File: config.mk
export PLATFORM = sky130hd
export DESIGN_NAME = wdit_timer
export DESIGN_NICKNAME = d
export VERILOG_FILES = /design/src/wdit_pkg.sv /design/src/wdit_prescaler.sv /design/src/wdit_timer.sv
export VERILOG_INCLUDE_DIRS = /design/src
export SDC_FILE = /design/constraint.sdc
export NUM_CORES = 1
export LEC_CHECK = 0
export BUFFER_PORTS_ARGS = -buffer_cell sky130_fd_sc_hd__buf_2
export CAP_MARGIN = 20
export CORE_UTILIZATION = 48
export CTS_CLUSTER_SIZE = 25
export DETAILED_ROUTE_END_ITERATION = 8
export GPL_ROUTABILITY_DRIVEN = 0
export HOLD_SLACK_MARGIN = 0.1
export PLACE_DENSITY = 0.76
export SLEW_MARGIN = 20
export SYNTH_ARGS = -nofsm -noshare
export SYNTH_HDL_FRONTEND = slang
export SYNTH_HIERARCHICAL = 1
export SYNTH_SLANG_ARGS = --single-unit
File: constraint.sdc
create_clock -name aclk -period 2.93 [get_ports aclk]
set_input_delay 0.1465 -clock aclk [delete_from_list [all_inputs] [get_ports aclk]]
set_output_delay 0.1465 -clock aclk [all_outputs]
set_load 0.05 [all_outputs]
File: src/wdit_params.svh
// Constants for the watchdog / interval timer: register offsets, fields, reset values.
// Assumes inclusion by bare name from the prescaler, the timer and the bench.
`ifndef WDIT_PARAMS_SVH
`define WDIT_PARAMS_SVH

// ****************************************
// Register offsets (byte addresses)
// ****************************************
`define WDIT_OFS_CTRL 12'h000
`define WDIT_OFS_CMD 12'h004
`define WDIT_OFS_COUNT 12'h008
`define WDIT_OFS_STATUS 12'h00c
`define WDIT_OFS_CLEAR 12'h010
`define WDIT_OFS_IRQ_EN 12'h014
`define WDIT_OFS_PRIO 12'h018

// ****************************************
// Control fields
// ****************************************
`define WDIT_CTRL_MODE_BIT 0
`define WDIT_CTRL_ENABLE_BIT 1
`define WDIT_CTRL_RST_EN_BIT 2
`define WDIT_CTRL_RST_SEL_BIT 3
`define WDIT_CTRL_CLKSEL_LSB 4
`define WDIT_CTRL_CLKSEL_MSB 6
`define WDIT_CTRL_RESET 32'h0000_0000

// ****************************************
// Command fields
// ****************************************
`define WDIT_CMD_START_BIT 0
`define WDIT_CMD_STOP_BIT 1
`define WDIT_CMD_CLEAR_BIT 2

// ****************************************
// Status fields
// ****************************************
`define WDIT_ST_ITV_BIT 0
`define WDIT_ST_WDT_BIT 1

// ****************************************
// Prescaler terminal counts (divisor minus one)
// ****************************************
`define WDIT_DIV_64 16'h003f
`define WDIT_DIV_128 16'h007f
`define WDIT_DIV_256 16'h00ff
`define WDIT_DIV_512 16'h01ff
`define WDIT_DIV_1024 16'h03ff
`define WDIT_DIV_4096 16'h0fff
`define WDIT_DIV_16384 16'h3fff

// Reset request pulse width in clocks
`define WDIT_RST_PULSE 4'h4

`endif

File: src/wdit_pkg.sv
// Types shared by the watchdog / interval timer files.
// Assumes wdit_params.svh for numeric constants.
package wdit_pkg;

  typedef enum logic [2:0] {
    WDIT_CLK_DIV1 = 3'b000,
    WDIT_CLK_DIV64 = 3'b001,
    WDIT_CLK_DIV128 = 3'b010,
    WDIT_CLK_DIV256 = 3'b011,
    WDIT_CLK_DIV512 = 3'b100,
    WDIT_CLK_DIV1024 = 3'b101,
    WDIT_CLK_DIV4096 = 3'b110,
    WDIT_CLK_DIV16384 = 3'b111
  } wdit_clksel_t;

  typedef enum logic [1:0] {
    WDIT_AX_IDLE = 2'b00,
    WDIT_AX_RESP = 2'b01
  } wdit_ax_t;

endpackage : wdit_pkg

File: src/wdit_prescaler.sv
// Prescaler: issues a one-cycle tick at the selected division of the clock.
// Assumes a running aclk; restart clears the phase so a fresh start counts a full period.
`timescale 1ns/100ps
`include "wdit_params.svh"
module wdit_prescaler
  import wdit_pkg::*;
#(
  parameter int WIDTH = 16
) (
  input wire logic aclk,
  input wire logic aresetn,
  input wire logic run,
  input wire wdit_clksel_t sel,
  output logic tick
);

  typedef struct packed {
    logic [WIDTH-1:0] cnt;
  } wdit_pre_state_t;

  wdit_pre_state_t s;
  wdit_pre_state_t next_s;
  logic [WIDTH-1:0] limit;

  always_comb begin
    case (sel)
      WDIT_CLK_DIV64: limit = WIDTH'(`WDIT_DIV_64);
      WDIT_CLK_DIV128: limit = WIDTH'(`WDIT_DIV_128);
      WDIT_CLK_DIV256: limit = WIDTH'(`WDIT_DIV_256);
      WDIT_CLK_DIV512: limit = WIDTH'(`WDIT_DIV_512);
      WDIT_CLK_DIV1024: limit = WIDTH'(`WDIT_DIV_1024);
      WDIT_CLK_DIV4096: limit = WIDTH'(`WDIT_DIV_4096);
      WDIT_CLK_DIV16384: limit = WIDTH'(`WDIT_DIV_16384);
      default: limit = '0;
    endcase
  end

  always_comb begin
    next_s = s;
    tick = 1'b0;
    if (!run) begin
      next_s.cnt = '0;
    end else if (s.cnt >= limit) begin
      next_s.cnt = '0;
      tick = 1'b1;
    end else begin
      next_s.cnt = s.cnt + WIDTH'(1);
    end
  end

  always_ff @(posedge aclk) begin
    if (!aresetn) begin
      s <= '0;
    end else begin
      s <= next_s;
    end
  end

endmodule : wdit_prescaler

File: src/wdit_timer.sv
// Watchdog / interval timer with an AXI4-Lite register slave.
// Assumes one clock aclk and a synchronous active-low reset; reset requests go to a system reset unit.
//
// Overview of operation
// - The timer runs either as an interval timer or as a watchdog, interval mode after reset.
// - The count clock is the plain clock or the clock divided by 64 to 16384, plain clock after reset.
// - A control bit decides whether a watchdog overflow requests a reset, off after reset.
// - A second bit picks a power-on or a manual reset request, power-on after reset.
// - Software may load the counter with a starting value from which it counts to overflow.
// - An overall enable, off after reset, gates the timer; commands start, stop or clear it.
// - Status bit 0 flags an interval overflow and bit 1 a watchdog overflow.
// - Each overflow flag stays set until software clears it, and a new overflow beats the clear.
// - Overflows raise one interrupt request whose priority is a four-bit setting.
// - Disabling the unit stops the counter so no overflow or reset request follows.
//
// Added by the designer: the register offsets and register access over AXI4-Lite.
`timescale 1ns/100ps
`include "wdit_params.svh"
module wdit_timer
  import wdit_pkg::*;
#(
  parameter int CNT_W = 8,
  parameter int PRIO_W = 4
) (
  input wire logic aclk,
  input wire logic aresetn,
  input wire logic [11:0] s_axi_awaddr,
  input wire logic s_axi_awvalid,
  output logic s_axi_awready,
  input wire logic [31:0] s_axi_wdata,
  input wire logic [3:0] s_axi_wstrb,
  input wire logic s_axi_wvalid,
  output logic s_axi_wready,
  output logic [1:0] s_axi_bresp,
  output logic s_axi_bvalid,
  input wire logic s_axi_bready,
  input wire logic [11:0] s_axi_araddr,
  input wire logic s_axi_arvalid,
  output logic s_axi_arready,
  output logic [31:0] s_axi_rdata,
  output logic [1:0] s_axi_rresp,
  output logic s_axi_rvalid,
  input wire logic s_axi_rready,
  output logic irq,
  output logic [PRIO_W-1:0] irq_priority,
  output logic poweron_reset_req,
  output logic manual_reset_req
);

  // ****************************************
  // State
  // ****************************************
  typedef struct packed {
    wdit_ax_t wr_st;
    logic aw_got;
    logic w_got;
    logic [11:0] awaddr;
    logic [31:0] wdata;
    logic [3:0] wstrb;
    logic bresp_err;
    wdit_ax_t rd_st;
    logic [31:0] rdata;
    logic rresp_err;
    logic mode_wdt;
    logic enable;
    logic rst_en;
    logic rst_manual;
    wdit_clksel_t clksel;
    logic running;
    logic [CNT_W-1:0] watchdog_count_value;
    logic [1:0] status;
    logic [1:0] irq_en;
    logic [PRIO_W-1:0] prio;
    logic [3:0] rst_cnt;
    logic rst_kind_manual;
  } wdit_state_t;

  wdit_state_t s;
  wdit_state_t next_s;
  logic tick;
  logic wr_fire;
  logic rd_fire;
  logic overflow;
  logic count_step;
  logic rst_busy;

  // Control word as software reads it; the byte merge of a write starts from the same layout
  function automatic logic [31:0] ctrl_word(input wdit_state_t st);
    return {25'h0, st.clksel, st.rst_manual, st.rst_en, st.enable, st.mode_wdt};
  endfunction : ctrl_word

  function automatic logic [31:0] merge_bytes(input logic [31:0] old, input logic [31:0] nw,
                                              input logic [3:0] strb);
    logic [31:0] r;
    r = old;
    for (int i = 0; i < 4; i++) begin
      if (strb[i]) begin
        r[i*8 +: 8] = nw[i*8 +: 8];
      end
    end
    return r;
  endfunction : merge_bytes

  function automatic logic addr_known(input logic [11:0] a);
    logic k;
    k = 1'b0;
    if (a == `WDIT_OFS_CTRL) begin
      k = 1'b1;
    end else if (a == `WDIT_OFS_CMD) begin
      k = 1'b1;
    end else if (a == `WDIT_OFS_COUNT) begin
      k = 1'b1;
    end else if (a == `WDIT_OFS_STATUS) begin
      k = 1'b1;
    end else if (a == `WDIT_OFS_CLEAR) begin
      k = 1'b1;
    end else if (a == `WDIT_OFS_IRQ_EN) begin
      k = 1'b1;
    end else if (a == `WDIT_OFS_PRIO) begin
      k = 1'b1;
    end
    return k;
  endfunction : addr_known

  // Restarted on every start so the first counted period is a whole one
  wdit_prescaler #(
    .WIDTH(16)
  ) wdit_prescaler_inst (
    .aclk(aclk),
    .aresetn(aresetn),
    .run(s.enable && s.running),
    .sel(s.clksel),
    .tick(tick)
  );

  // ****************************************
  // Bus handshakes
  // ****************************************
  assign s_axi_awready = (s.wr_st == WDIT_AX_IDLE) && !s.aw_got;
  assign s_axi_wready = (s.wr_st == WDIT_AX_IDLE) && !s.w_got;
  assign s_axi_bvalid = (s.wr_st == WDIT_AX_RESP);
  assign s_axi_bresp = s.bresp_err ? 2'b10 : 2'b00;
  // One read at a time: a new address waits until the answer has been taken
  assign s_axi_arready = (s.rd_st == WDIT_AX_IDLE);
  assign s_axi_rvalid = (s.rd_st == WDIT_AX_RESP);
  assign s_axi_rdata = s.rdata;
  assign s_axi_rresp = s.rresp_err ? 2'b10 : 2'b00;
  // Address and data arrive in either order; the write lands once both are in hand
  assign wr_fire = (s.wr_st == WDIT_AX_IDLE) && (s.aw_got || s_axi_awvalid) && (s.w_got || s_axi_wvalid);
  assign rd_fire = s_axi_arvalid && s_axi_arready;

  // ****************************************
  // Counter
  // ****************************************
  assign count_step = s.enable && s.running && tick;
  // Overflow only while enabled and started, so a disabled unit is silent
  assign overflow = count_step && (s.watchdog_count_value == '1);

  // ****************************************
  // Outputs
  // ****************************************
  assign irq = |(s.status & s.irq_en);
  assign irq_priority = s.prio;
  // Held for a fixed number of clocks so a slow reset unit still catches it
  assign rst_busy = (s.rst_cnt != 4'h0);
  assign poweron_reset_req = rst_busy && !s.rst_kind_manual;
  assign manual_reset_req = rst_busy && s.rst_kind_manual;

  // ****************************************
  // Next state
  // ****************************************
  always_comb begin
    logic [11:0] wa;
    logic [31:0] wd;
    logic [3:0] ws;
    logic [31:0] cv;
    logic [1:0] set_flags;
    logic [1:0] clr_flags;
    wa = s.aw_got ? s.awaddr : s_axi_awaddr;
    wd = s.w_got ? s.wdata : s_axi_wdata;
    ws = s.w_got ? s.wstrb : s_axi_wstrb;
    cv = '0;
    set_flags = 2'b00;
    clr_flags = 2'b00;
    next_s = s;

    // Write channel capture, either order
    // Each channel is latched on its own so the master may offer them apart
    if (s.wr_st == WDIT_AX_IDLE) begin
      if (s_axi_awvalid && !s.aw_got) begin
        next_s.aw_got = 1'b1;
        next_s.awaddr = s_axi_awaddr;
      end
      if (s_axi_wvalid && !s.w_got) begin
        next_s.w_got = 1'b1;
        next_s.wdata = s_axi_wdata;
        next_s.wstrb = s_axi_wstrb;
      end
    end else if (s_axi_bready) begin
      next_s.wr_st = WDIT_AX_IDLE;
    end

    // Counter advance
    if (count_step) begin
      next_s.watchdog_count_value = s.watchdog_count_value + CNT_W'(1);
    end
    if (overflow) begin
      if (s.mode_wdt) begin
        set_flags[`WDIT_ST_WDT_BIT] = 1'b1;
        if (s.rst_en) begin
          next_s.rst_cnt = `WDIT_RST_PULSE;
          next_s.rst_kind_manual = s.rst_manual;
        end
      end else begin
        set_flags[`WDIT_ST_ITV_BIT] = 1'b1;
      end
    end
    // A fresh watchdog overflow reloads the pulse instead of counting it down
    if (rst_busy && !(overflow && s.mode_wdt && s.rst_en)) begin
      next_s.rst_cnt = s.rst_cnt - 4'h1;
    end

    if (wr_fire) begin
      next_s.wr_st = WDIT_AX_RESP;
      next_s.aw_got = 1'b0;
      next_s.w_got = 1'b0;
      next_s.bresp_err = !addr_known(wa);
      if (wa == `WDIT_OFS_CTRL) begin
        cv = merge_bytes(ctrl_word(s), wd, ws);
        next_s.mode_wdt = cv[`WDIT_CTRL_MODE_BIT];
        next_s.enable = cv[`WDIT_CTRL_ENABLE_BIT];
        next_s.rst_en = cv[`WDIT_CTRL_RST_EN_BIT];
        next_s.rst_manual = cv[`WDIT_CTRL_RST_SEL_BIT];
        next_s.clksel = wdit_clksel_t'(cv[`WDIT_CTRL_CLKSEL_MSB:`WDIT_CTRL_CLKSEL_LSB]);
        if (!cv[`WDIT_CTRL_ENABLE_BIT]) begin
          next_s.running = 1'b0;
          next_s.rst_cnt = 4'h0;
        end
      end else if (wa == `WDIT_OFS_CMD) begin
        if (ws[0] && wd[`WDIT_CMD_START_BIT] && s.enable) begin
          next_s.running = 1'b1;
        end
        // Stop is applied after start so it wins when both bits are set
        if (ws[0] && wd[`WDIT_CMD_STOP_BIT]) begin
          next_s.running = 1'b0;
        end
        if (ws[0] && wd[`WDIT_CMD_CLEAR_BIT]) begin
          next_s.watchdog_count_value = '0;
        end
      end else if (wa == `WDIT_OFS_COUNT) begin
        // A load in the same cycle as a tick wins, so software reads back what it wrote
        if (ws[0]) begin
          next_s.watchdog_count_value = wd[CNT_W-1:0];
        end
      end else if (wa == `WDIT_OFS_CLEAR) begin
        if (ws[0]) begin
          clr_flags = wd[1:0];
        end
      end else if (wa == `WDIT_OFS_IRQ_EN) begin
        if (ws[0]) begin
          next_s.irq_en = wd[1:0];
        end
      end else if (wa == `WDIT_OFS_PRIO) begin
        if (ws[0]) begin
          next_s.prio = wd[PRIO_W-1:0];
        end
      end
    end

    // Set wins over clear so an overflow in the clearing cycle is kept
    next_s.status = (s.status & ~clr_flags) | set_flags;

    // Read channel
    if (rd_fire) begin
      next_s.rd_st = WDIT_AX_RESP;
      next_s.rresp_err = !addr_known(s_axi_araddr);
      if (s_axi_araddr == `WDIT_OFS_CTRL) begin
        next_s.rdata = ctrl_word(s);
      end else if (s_axi_araddr == `WDIT_OFS_COUNT) begin
        next_s.rdata = {{(32-CNT_W){1'b0}}, s.watchdog_count_value};
      end else if (s_axi_araddr == `WDIT_OFS_STATUS) begin
        next_s.rdata = {29'h0, s.running, s.status};
      end else if (s_axi_araddr == `WDIT_OFS_IRQ_EN) begin
        next_s.rdata = {30'h0, s.irq_en};
      end else if (s_axi_araddr == `WDIT_OFS_PRIO) begin
        next_s.rdata = {{(32-PRIO_W){1'b0}}, s.prio};
      end else begin
        // Write-only and unmapped offsets read as zero
        next_s.rdata = 32'h0000_0000;
      end
    end else if (s.rd_st == WDIT_AX_RESP && s_axi_rready) begin
      next_s.rd_st = WDIT_AX_IDLE;
    end
  end

  // ****************************************
  // Registers
  // ****************************************
  always_ff @(posedge aclk) begin
    if (!aresetn) begin
      s <= '0;
    end else begin
      s <= next_s;
    end
  end

endmodule : wdit_timer

Word level (Yosys, flattened, before mapping)
Cells that the tools add are included.
- memories kept: 0
- latch bits: 0
- register bits: 131
- RAM bits: 0
- word-level logic and storage cells: 180
- output and inout bits: 48
- bits of input ports: 67
- memory bits (read-only): 0
- muxes and demuxes: 70
- multipliers: 0
- shift operators: 0
- divide/modulo/power cells: 0
- add/sub/neg operators: 3
- order comparisons: 1
- bitwise gates (word level): 11
- reduce and logical (&&, ||, !) cells: 49
- eq/ne operators: 23
- operators by type and width (kind ; count):
    $pmux 14 s7 ; 1
    $eq 12x5->1 const B ; 6
    $mux 32 ; 2
    $mux 8 ; 8
    $mux 50 ; 1
    $eq 12x4->1 const B ; 4
    $mux 36 ; 1
    $mux 1 ; 32
    $mux 4 ; 7
    $eq 12x3->1 const B ; 2
    $logic_not 12->1 ; 2
    $mux 12 ; 2
    $mux 7 ; 3
    $logic_and 1x1->1 ; 20
    $mux 2 ; 9
    $add 16x1->16 const B ; 1
    $ge 16x14->1 ; 1
    $mux 5 ; 3
    $eq 3x3->1 const B ; 4
    $add 8x1->8 const B ; 1
    $eq 8x8->1 const B ; 1
    $reduce_and 2->1 ; 4
    $reduce_and 8->1 ; 1
    $not 1->1 ; 7
    20 further kinds ; 34

Longest topological paths before layout
Gate-level depths: netlist (run 1).
- depth in word-level cells: 15
- mapped depth: 16

Modules after synthesis
Netlist (run 1), hierarchy kept.
- modules (own cells, without submodules) (module ; cells an instance ; times used ; sequential area each (sq um) ; area each (sq um)):
    wdit_timer ; 411 ; 1 ; 1281.2 ; 3433.3
    wdit_prescaler ; 125 ; 1 ; 320.3 ; 1084.8

Worst setup path before layout (run 1)
OpenSTA, ideal clock, no wires.
- path type: flip-flop to flip-flop
- start: register s[23] (netlist bit)
- end: register s[0] (netlist bit)
- clock period less this slack: 3.241 ns
- arrival time: 3.114 ns
- slack: -0.311 ns
- data required time: 2.802 ns
- cell stages (with the launch flop): 17
- setup time: 0.128 ns
- path through: dfxtp_1 -> clkbuf_2 -> nor2_1 -> nand2_1 -> inv_1 -> ha_1 -> nor4b_1 -> o22ai_1 -> a21oi_1 -> o41ai_1 -> a21boi_0 -> nand3_1 -> nor4_1 -> and3_1 -> clkbuf_1 -> mux2i_1 -> nor2_1
- cells in the longest elaborated chain, start to end: 8
- elaborated cells on any way between the ends: 14
- RTL lines (what ; line ; text):
    start, declared ; wdit_timer.sv:78 ; wdit_state_t s;
    start signal, assigned ; wdit_timer.sv:303 ; s <= next_s;
    $eq 3x3->1 (tied with other cells) ; wdit_prescaler.sv:26 ; case (sel)
    $pmux 14 s7 (*) ; wdit_prescaler.sv:26 ;
    $ge 16x14->1 (*) ; wdit_prescaler.sv:43 ; end else if (s.cnt >= limit) begin
    $mux 1 (*) ; wdit_prescaler.sv:43 ;
    $mux 1 (*) ; wdit_prescaler.sv:41 ; if (!run) begin
    net tick ; wdit_timer.sv:80 ; logic tick;
    $logic_and 1x1->1 (*) ; wdit_timer.sv:155 ; assign count_step = s.enable && s.running && tick;
    $logic_and 1x1->1 (*) ; wdit_timer.sv:157 ; assign overflow = count_step && (s.watchdog_count_value == '1);
    $reduce_and 3->1 (no line) (*) ; -- ;
Mark *: on every way through the listed nets, which the timed path passes. The rest lies on a longest branch.
A chain may end at the register's enable or synchronous reset.

Worst setup path in the final report (run 1)
- start: register s[24] (netlist bit)
- end: register s[0] (netlist bit)
Same word-level chain as after synthesis.

==> results.toml, run 1 <==
[status]
outcome = "finished, final reports clean"

[min_path]
min_path_cells = 3
hold_path.class = "primary input to flip-flop"
worstHoldStart = "s_axi_araddr[4]"

[die]
die_y_um = 99.02
start_util_pct = 49.13
die_w_um = 99.02
fp.dieArea_um2 = 9805
core_um2 = 9196
rows = 35
num_io_pins = 115

[synth]
ys_dominant_reg_cell = "dfxtp_1"
postSynth.asyncResetShare_pct = 0
synth_edf_count = 0
ys_ff_latch = 80
synthCells = 536
yosys-top-cells-count = "dfxtp_1, nand2_1, buf_4"
seq_area_frac_synth_pct = 35.45
syn_area_per_cell_um2 = 8.429
synth_area_leaders = "dfxtp_1, buf_4, nand2_1"
yosys_warnings = 6
synth_area_leader_cell = "dfxtp_1"
synth_top_area_share_pct = 35.45
yosysMostFrequentCell = "dfxtp_1"
synthDistinctLibCells = 67
synth_area_um2 = 4518

[critical_path]
cp-end-kind = "flip-flop"
crit_path_max_incr_delay_ns = 0.36
r2r_slack_ns = 0.17
rr_endpoint = "s[0]"
r2r_start = "s[24]"
crit_end = "s[0]"
crit_top_cell = "nand3_2"
critPathKind = "flip-flop to flip-flop"
cp_slowest_cell = "dfxtp_1"
cp.arrival_ns = 2.99
cp-start-kind = "flip-flop"
required_ns = 3.16
worstPathMaxFanout = 10
crit_start = "s[24]"
crit_chain = "buf_6, nand3_2, ha_4, nand4_1, nor3_2, a2111oi_2, a21boi_2, nand3_2, nor4_4, and3_4, mux2i_1, nor2_1"
rr_worst_depth = 12

[power_and_ir_drop]
power.density_nw_per_um2 = 470.3
p_total_mw = 2.472
p_leak_nw = 2.170
vdd_drop_max_mv = 0.2667

[global_routing]
overflow = 0
met1_usage_pct = 25.57
grt_first_pass_wirelength_um = 16770
grt_max_degree = 28
top_usage_layer = "met2"
grt_pass1_vias = 3712
antenna_found_initial = 0
use_met3_pct = 4.397
grt_util_all_layers_pct = 21.27
use_met2_pct = 37.28

[routing]
vias = 3889
drc = 0
viasPerCell = 5.409
initialDrtViolationCount = 125
routedWlPerCell_um = 14.06
dr.pass1.iters = 4
antenna_left = 0
routed_wirelength_um = 10110

[placed_design]
placedCellCount = 677
io_buffer_count = 61
dp_hpwl_um = 7374
dp_worst_setup_slack_ns = -0.01016

[sta]
setup_ws_ns = 0.1722
period_needed_ns = 2.758
rsz0062_at_grt = "true"
slew_violations = 0
fmax_mhz = 362.6
maxSlewHeadroom_pct = 52.22
min_period_over_period_pct = 94.12
hold_viol = 0
skew_ns = 0.009865
tightest_slew_ns = 0.7145
setup_viol = 0

[finish]
syn_to_final_growth_pct = 16.34
diodes = 0
fin_nets = 686
regArea_um2 = 1602
drive_above_1_share_pct = 21.88
final_core_util_pct = 57.16
fill_cells = 827
stdcell_count = 719
multi_input_area_um2 = 2646

[clocking]
htree_levels = 3
numCtsBuffers = 9
clk_latency_ns = 0.36
clock-root-buffer = "clkbuf_8"
tritoncts = "yes"
clk_pin_slew_ns = 0.09
clock_sinks = 80
clk_path_buf_depth = 2

[run]
drv_cap = 0
## worst min-delay path by stage
stage               slack (ns)     to
floorplan                 0.25  s[62]
finish                    0.17  s[29]
detailed placement        0.34  s[62]
global route              0.19  s[29]
global placement          0.34  s[62]
CTS                       0.14  s[29]
## cell families (layout without fill, tap and decap cells)
family / after synthesis / in the layout / synth area share, %
AOI/OAI and AO/OA: 101 / 101 / 15.67
other: 2 / 27 / 0.1662
DFF: 80 / 80 / 35.45
buffers and inverters: 80 / 127 / 10.77
adders and majority gates: 16 / 16 / 4.431
muxes: 26 / 26 / 5.843
xor gates and xnor gates: 21 / 21 / 4.071
and+or+nand+nor: 210 / 210 / 23.59
## per-stage QoR
step,hold slack (ns),cell area (um^2),setup TNS (ns)
floorplan,0.2455,4633,0
global route,0.1898,5256,-0.01826
detailed placement,0.3423,4713,-0.01767
global placement,0.3361,4713,0
finish,0.1670,5256,0
CTS,0.1446,5139,0
## placed cells by master (no fill, tap or decap), types with 5 or more instances in the layout
cell type	n
dfxtp_1	80
nand2_1	72
buf_2	61
nor2_1	37
a21oi_1	33
conb_1	27
nand3_1	24
dlygate4sd3_1	24
mux2i_1	23
inv_1	14
ha_1	13
xor2_1	12
nor2_2	11
o22ai_1	10
clkbuf_8	10
nor3_1	9
xnor2_1	9
buf_4	8
nand4_1	6
o21ai_0	6
and2_1	6
nor2b_1	5
a2bb2oi_1	5
## flip-flops by register name (all words and copies together) (netlist names)
signal,cells
wdit_prescaler_inst/s,16
s,52
irq_priority,4
s_axi_rdata,8
## power breakdown
group          internal (mW)  switching [mW]  total, mW
combinational          0.177           0.370      0.546
sequential              1.14          0.0409       1.18
clock                  0.333           0.415      0.748
total                   1.65           0.825       2.47
## metal layers
metal / vias up / share of wire, %
met3: 13 / 4.5
li1: 1956 / -
met4: 0 / 1.6
met1: 1811 / 45
met5: - / 0
met2: 109 / 49
## layout make-up
cell class | instances | share of cell area [%]
Sequential cell | 80 | 30.47
Tap cell | 111 | 2.642
Clock inverter | 4 | 0.5475
Timing Repair Buffer | 96 | 12.16
Clock buffer | 12 | 2.761
Inverter | 15 | 1.071
Multi-Input combinational cell | 401 | 50.35
## critical path: cells and delay by family, from the launching register on
kind	cells	cell delay (ns)
AO/OA/AOI/OAI	2	0.29
flip-flops	1	0.36
buffers and inverters	1	0.16
multiplexers	1	0.18
adder cells (fa/ha/maj)	1	0.32
AND/OR/NAND/NOR	7	1.33
## repair_timing
action                                  4_1_cts  5_1_grt
hold endpoints to repair                     23        0
gates resized for setup                       2       18
pin swaps                                     0        5
hold buffers                                 24        0
gates cloned                                  0        0
endpoints found under the setup margin        5       12
buffers inserted                              0        2
No activity file was read; power rests on OpenSTA's default activity.
==> run 2: changes to the inputs <==
--- a/config.mk
+++ b/config.mk
@@ -7,12 +7,12 @@
 export NUM_CORES = 1
 export LEC_CHECK = 0
-export BUFFER_PORTS_ARGS = -buffer_cell sky130_fd_sc_hd__buf_2
 export CAP_MARGIN = 20
-export CORE_UTILIZATION = 48
+export CORE_UTILIZATION = 55
 export CTS_CLUSTER_SIZE = 25
 export DETAILED_ROUTE_END_ITERATION = 8
+export DONT_BUFFER_PORTS = 1
 export GPL_ROUTABILITY_DRIVEN = 0
 export HOLD_SLACK_MARGIN = 0.1
-export PLACE_DENSITY = 0.76
+export PLACE_DENSITY = 0.73
 export SLEW_MARGIN = 20
 export SYNTH_ARGS = -nofsm -noshare
==> constraint.sdc (replaced) <==
create_clock -name aclk -period 2.93 [get_ports aclk]
set_input_delay 0.7325 -clock aclk [delete_from_list [all_inputs] [get_ports aclk]]
set_output_delay 0.7325 -clock aclk [all_outputs]
set_load 0.05 [all_outputs]
==> run 2 against run 1 <==
Sequential cell count stayed put. Register-to-register slack worse by 0.17 ns. Core utilization is 4.7 points higher. Via count is 4.8% lower. First-iteration DRC count is 66% higher. Sequential share of layout area is 2.6 points higher. Power hardly changed. Global-route usage is 2.2 points higher. Non-clock buffer count is 71 lower.
==> results.toml, run 2 (synthesis gave the netlist of run 1 again) <==
[placed_design]
dp_hpwl_um = 7065
placedCellCount = 611
io_buffer_count = 0

[routing]
routed_wirelength_um = 10010
highest_layer = "met4"
met2WireLength_um = 4757
vias = 3701
initialDrtViolationCount = 208
viasPerCell = 5.783
routedWlPerCell_um = 15.64
met3WireLength_um = 566
drc = 0
antenna_left = 0
dr.pass1.iters = 5
met1Wirelength_um = 4512

[clocking]
clock-root-buffer = "clkbuf_8"
htree_levels = 3
clk_latency_ns = 0.36
clk_path_buf_depth = 2
clock_sinks = 80
tritoncts = "yes"
numCtsBuffers = 9
ctsHoldBuffers = 0
clk_pin_slew_ns = 0.08

[critical_path]
crit_path_max_incr_delay_ns = 0.35
critPathKind = "flip-flop to flip-flop"
cpLargestDelayFamily = "simple AND/OR/NAND/NOR gates"
required_ns = 3.16
cp_slowest_cell = "dfxtp_2"
cp.arrival_ns = 3.16
cp-start-kind = "flip-flop"
cp-end-kind = "flip-flop"
crit_chain = "inv_1, nand2_2, inv_4, ha_4, nand4_1, a211oi_2, o41ai_2, a21boi_1, nand3_2, nor4_4, and3_4, mux2i_1, nor2_1"
critPathBufInv = 2
worstPathMaxFanout = 4

[sta]
skew_ns = 0.008359
slew_violations = 0
setup_viol = 0
hold_viol = 0
rsz0062_at_grt = "true"
min_period_over_period_pct = 99.90
fin_setup_tns_ns = 0
tightest_slew_ns = 0.9607
maxSlewHeadroom_pct = 35.72
period_needed_ns = 2.927
fmax_mhz = 341.6

[min_path]
hold_path.class = "flip-flop to flip-flop"

[global_routing]
antenna_found_initial = 0
grt_max_degree = 28
grt_first_pass_wirelength_um = 15930
overflow = 0
grt_util_all_layers_pct = 23.51
grt_pass1_vias = 3420

[die]
num_io_pins = 115
start_util_pct = 57.57
rows = 32
die_w_um = 92.64
fp.dieArea_um2 = 8581
die_y_um = 92.64
core_um2 = 7848

[power_and_ir_drop]
p_comb_share_pct = 18.7
clkPwrFrac_pct = 33.2
power.density_nw_per_um2 = 509.0
power_switching_uw = 780.1
p_int_mw = 1.692
seq_power_share_pct = 48.2
p_leak_nw = 1.895
vdd_drop_max_mv = 0.5935
p_total_mw = 2.472
switching_share_pct = 31.56

[finish]
fin_nets = 615
mostFrequentLayoutCell = "dfxtp_1"
stdcell_count = 640
syn_to_final_growth_pct = 7.477
drive_above_1_share_pct = 17.13
layout_common_cells = "dfxtp_1, nand2_1, nor2_1, a21oi_1, conb_1"
largest-register = "s"
largest_reg_flops = 52

[run]
drv_cap = 0

[status]
outcome = "finished, final reports clean"
## run 2: changes by cell type in the layout (fill, tap and decap cells not counted), sizes merged
cell,previous run,this run
buf,72,25
dlygate4sd3,24,0
clkinv,1,3
bufinv,0,1
clkbuf,12,11
clkinvlp,2,1
diode,0,1
inv,16,15
## run 2: layout make-up
type,instances,area (um^2)
Fill cell,695,2992
Multi-Input combinational cell,401,2668
Sequential cell,80,1605
Timing Repair Buffer,25,196.4
Clock buffer,11,141.4
Tap cell,102,127.6
Inverter,15,58.81
Clock inverter,5,56.30
Antenna cell,1,2.502
## run 2: worst reg2reg max path, delay by kind of cell, from the launching register on
family                     cells  cell delay, ns
AOI/OAI and AO/OA              3            0.77
and+or+nand+nor                6            1.09
adders and majority gates      1            0.27
buffers and inverters          2            0.13
DFF                            1            0.35
muxes                          1            0.20
## run 2: metrics by stage
stage | util [%] | hold slack [ns] | setup slack [ns] | instance area (um^2)
3_3_place_gp | 56.41 | 0.4384 | 0.1784 | 4427
3_5_place_dp | 56.41 | 0.4451 | 0.05993 | 4427
4_1_cts | 58.93 | 0.4488 | 0.03992 | 4624
6_report | 61.88 | 0.4549 | 0.002915 | 4856
5_1_grt | 61.85 | 0.4527 | -0.1017 | 4853
2_1_floorplan | - | 0.4313 | 0.08339 | 4633
## run 2: path summary, 6_finish.rpt
check	from	end	slack [ns]	depth (start not counted)
min	s[107]	s[107]	0.45	2
min reg2reg	s[107]	s[107]	0.45	2
max	s[22]	s[0]	0.003	13
max reg2reg	s[22]	s[0]	0.003	13
## run 2: timing repair
action,CTS,global route
resized for setup,0,26
buffers inserted,0,11
endpoints found under the setup margin,0,8
## run 2: routing by layer
metal,global-route usage (%),up-vias
met5,0,-
met4,8.974,0
met3,6.568,16
met2,38.15,120
met1,29.58,1751
li1,-,1814
## run 2: power groups by stage
stage          sequential (mW)  combinational, mW  clock, mW
2_1_floorplan             1.20              0.442          0
3_3_place_gp              1.21              0.444          0
3_5_place_dp              1.22              0.456          0
4_1_cts                   1.19              0.457      0.842
5_1_grt                   1.20              0.498      0.893
6_report                  1.19              0.461      0.819
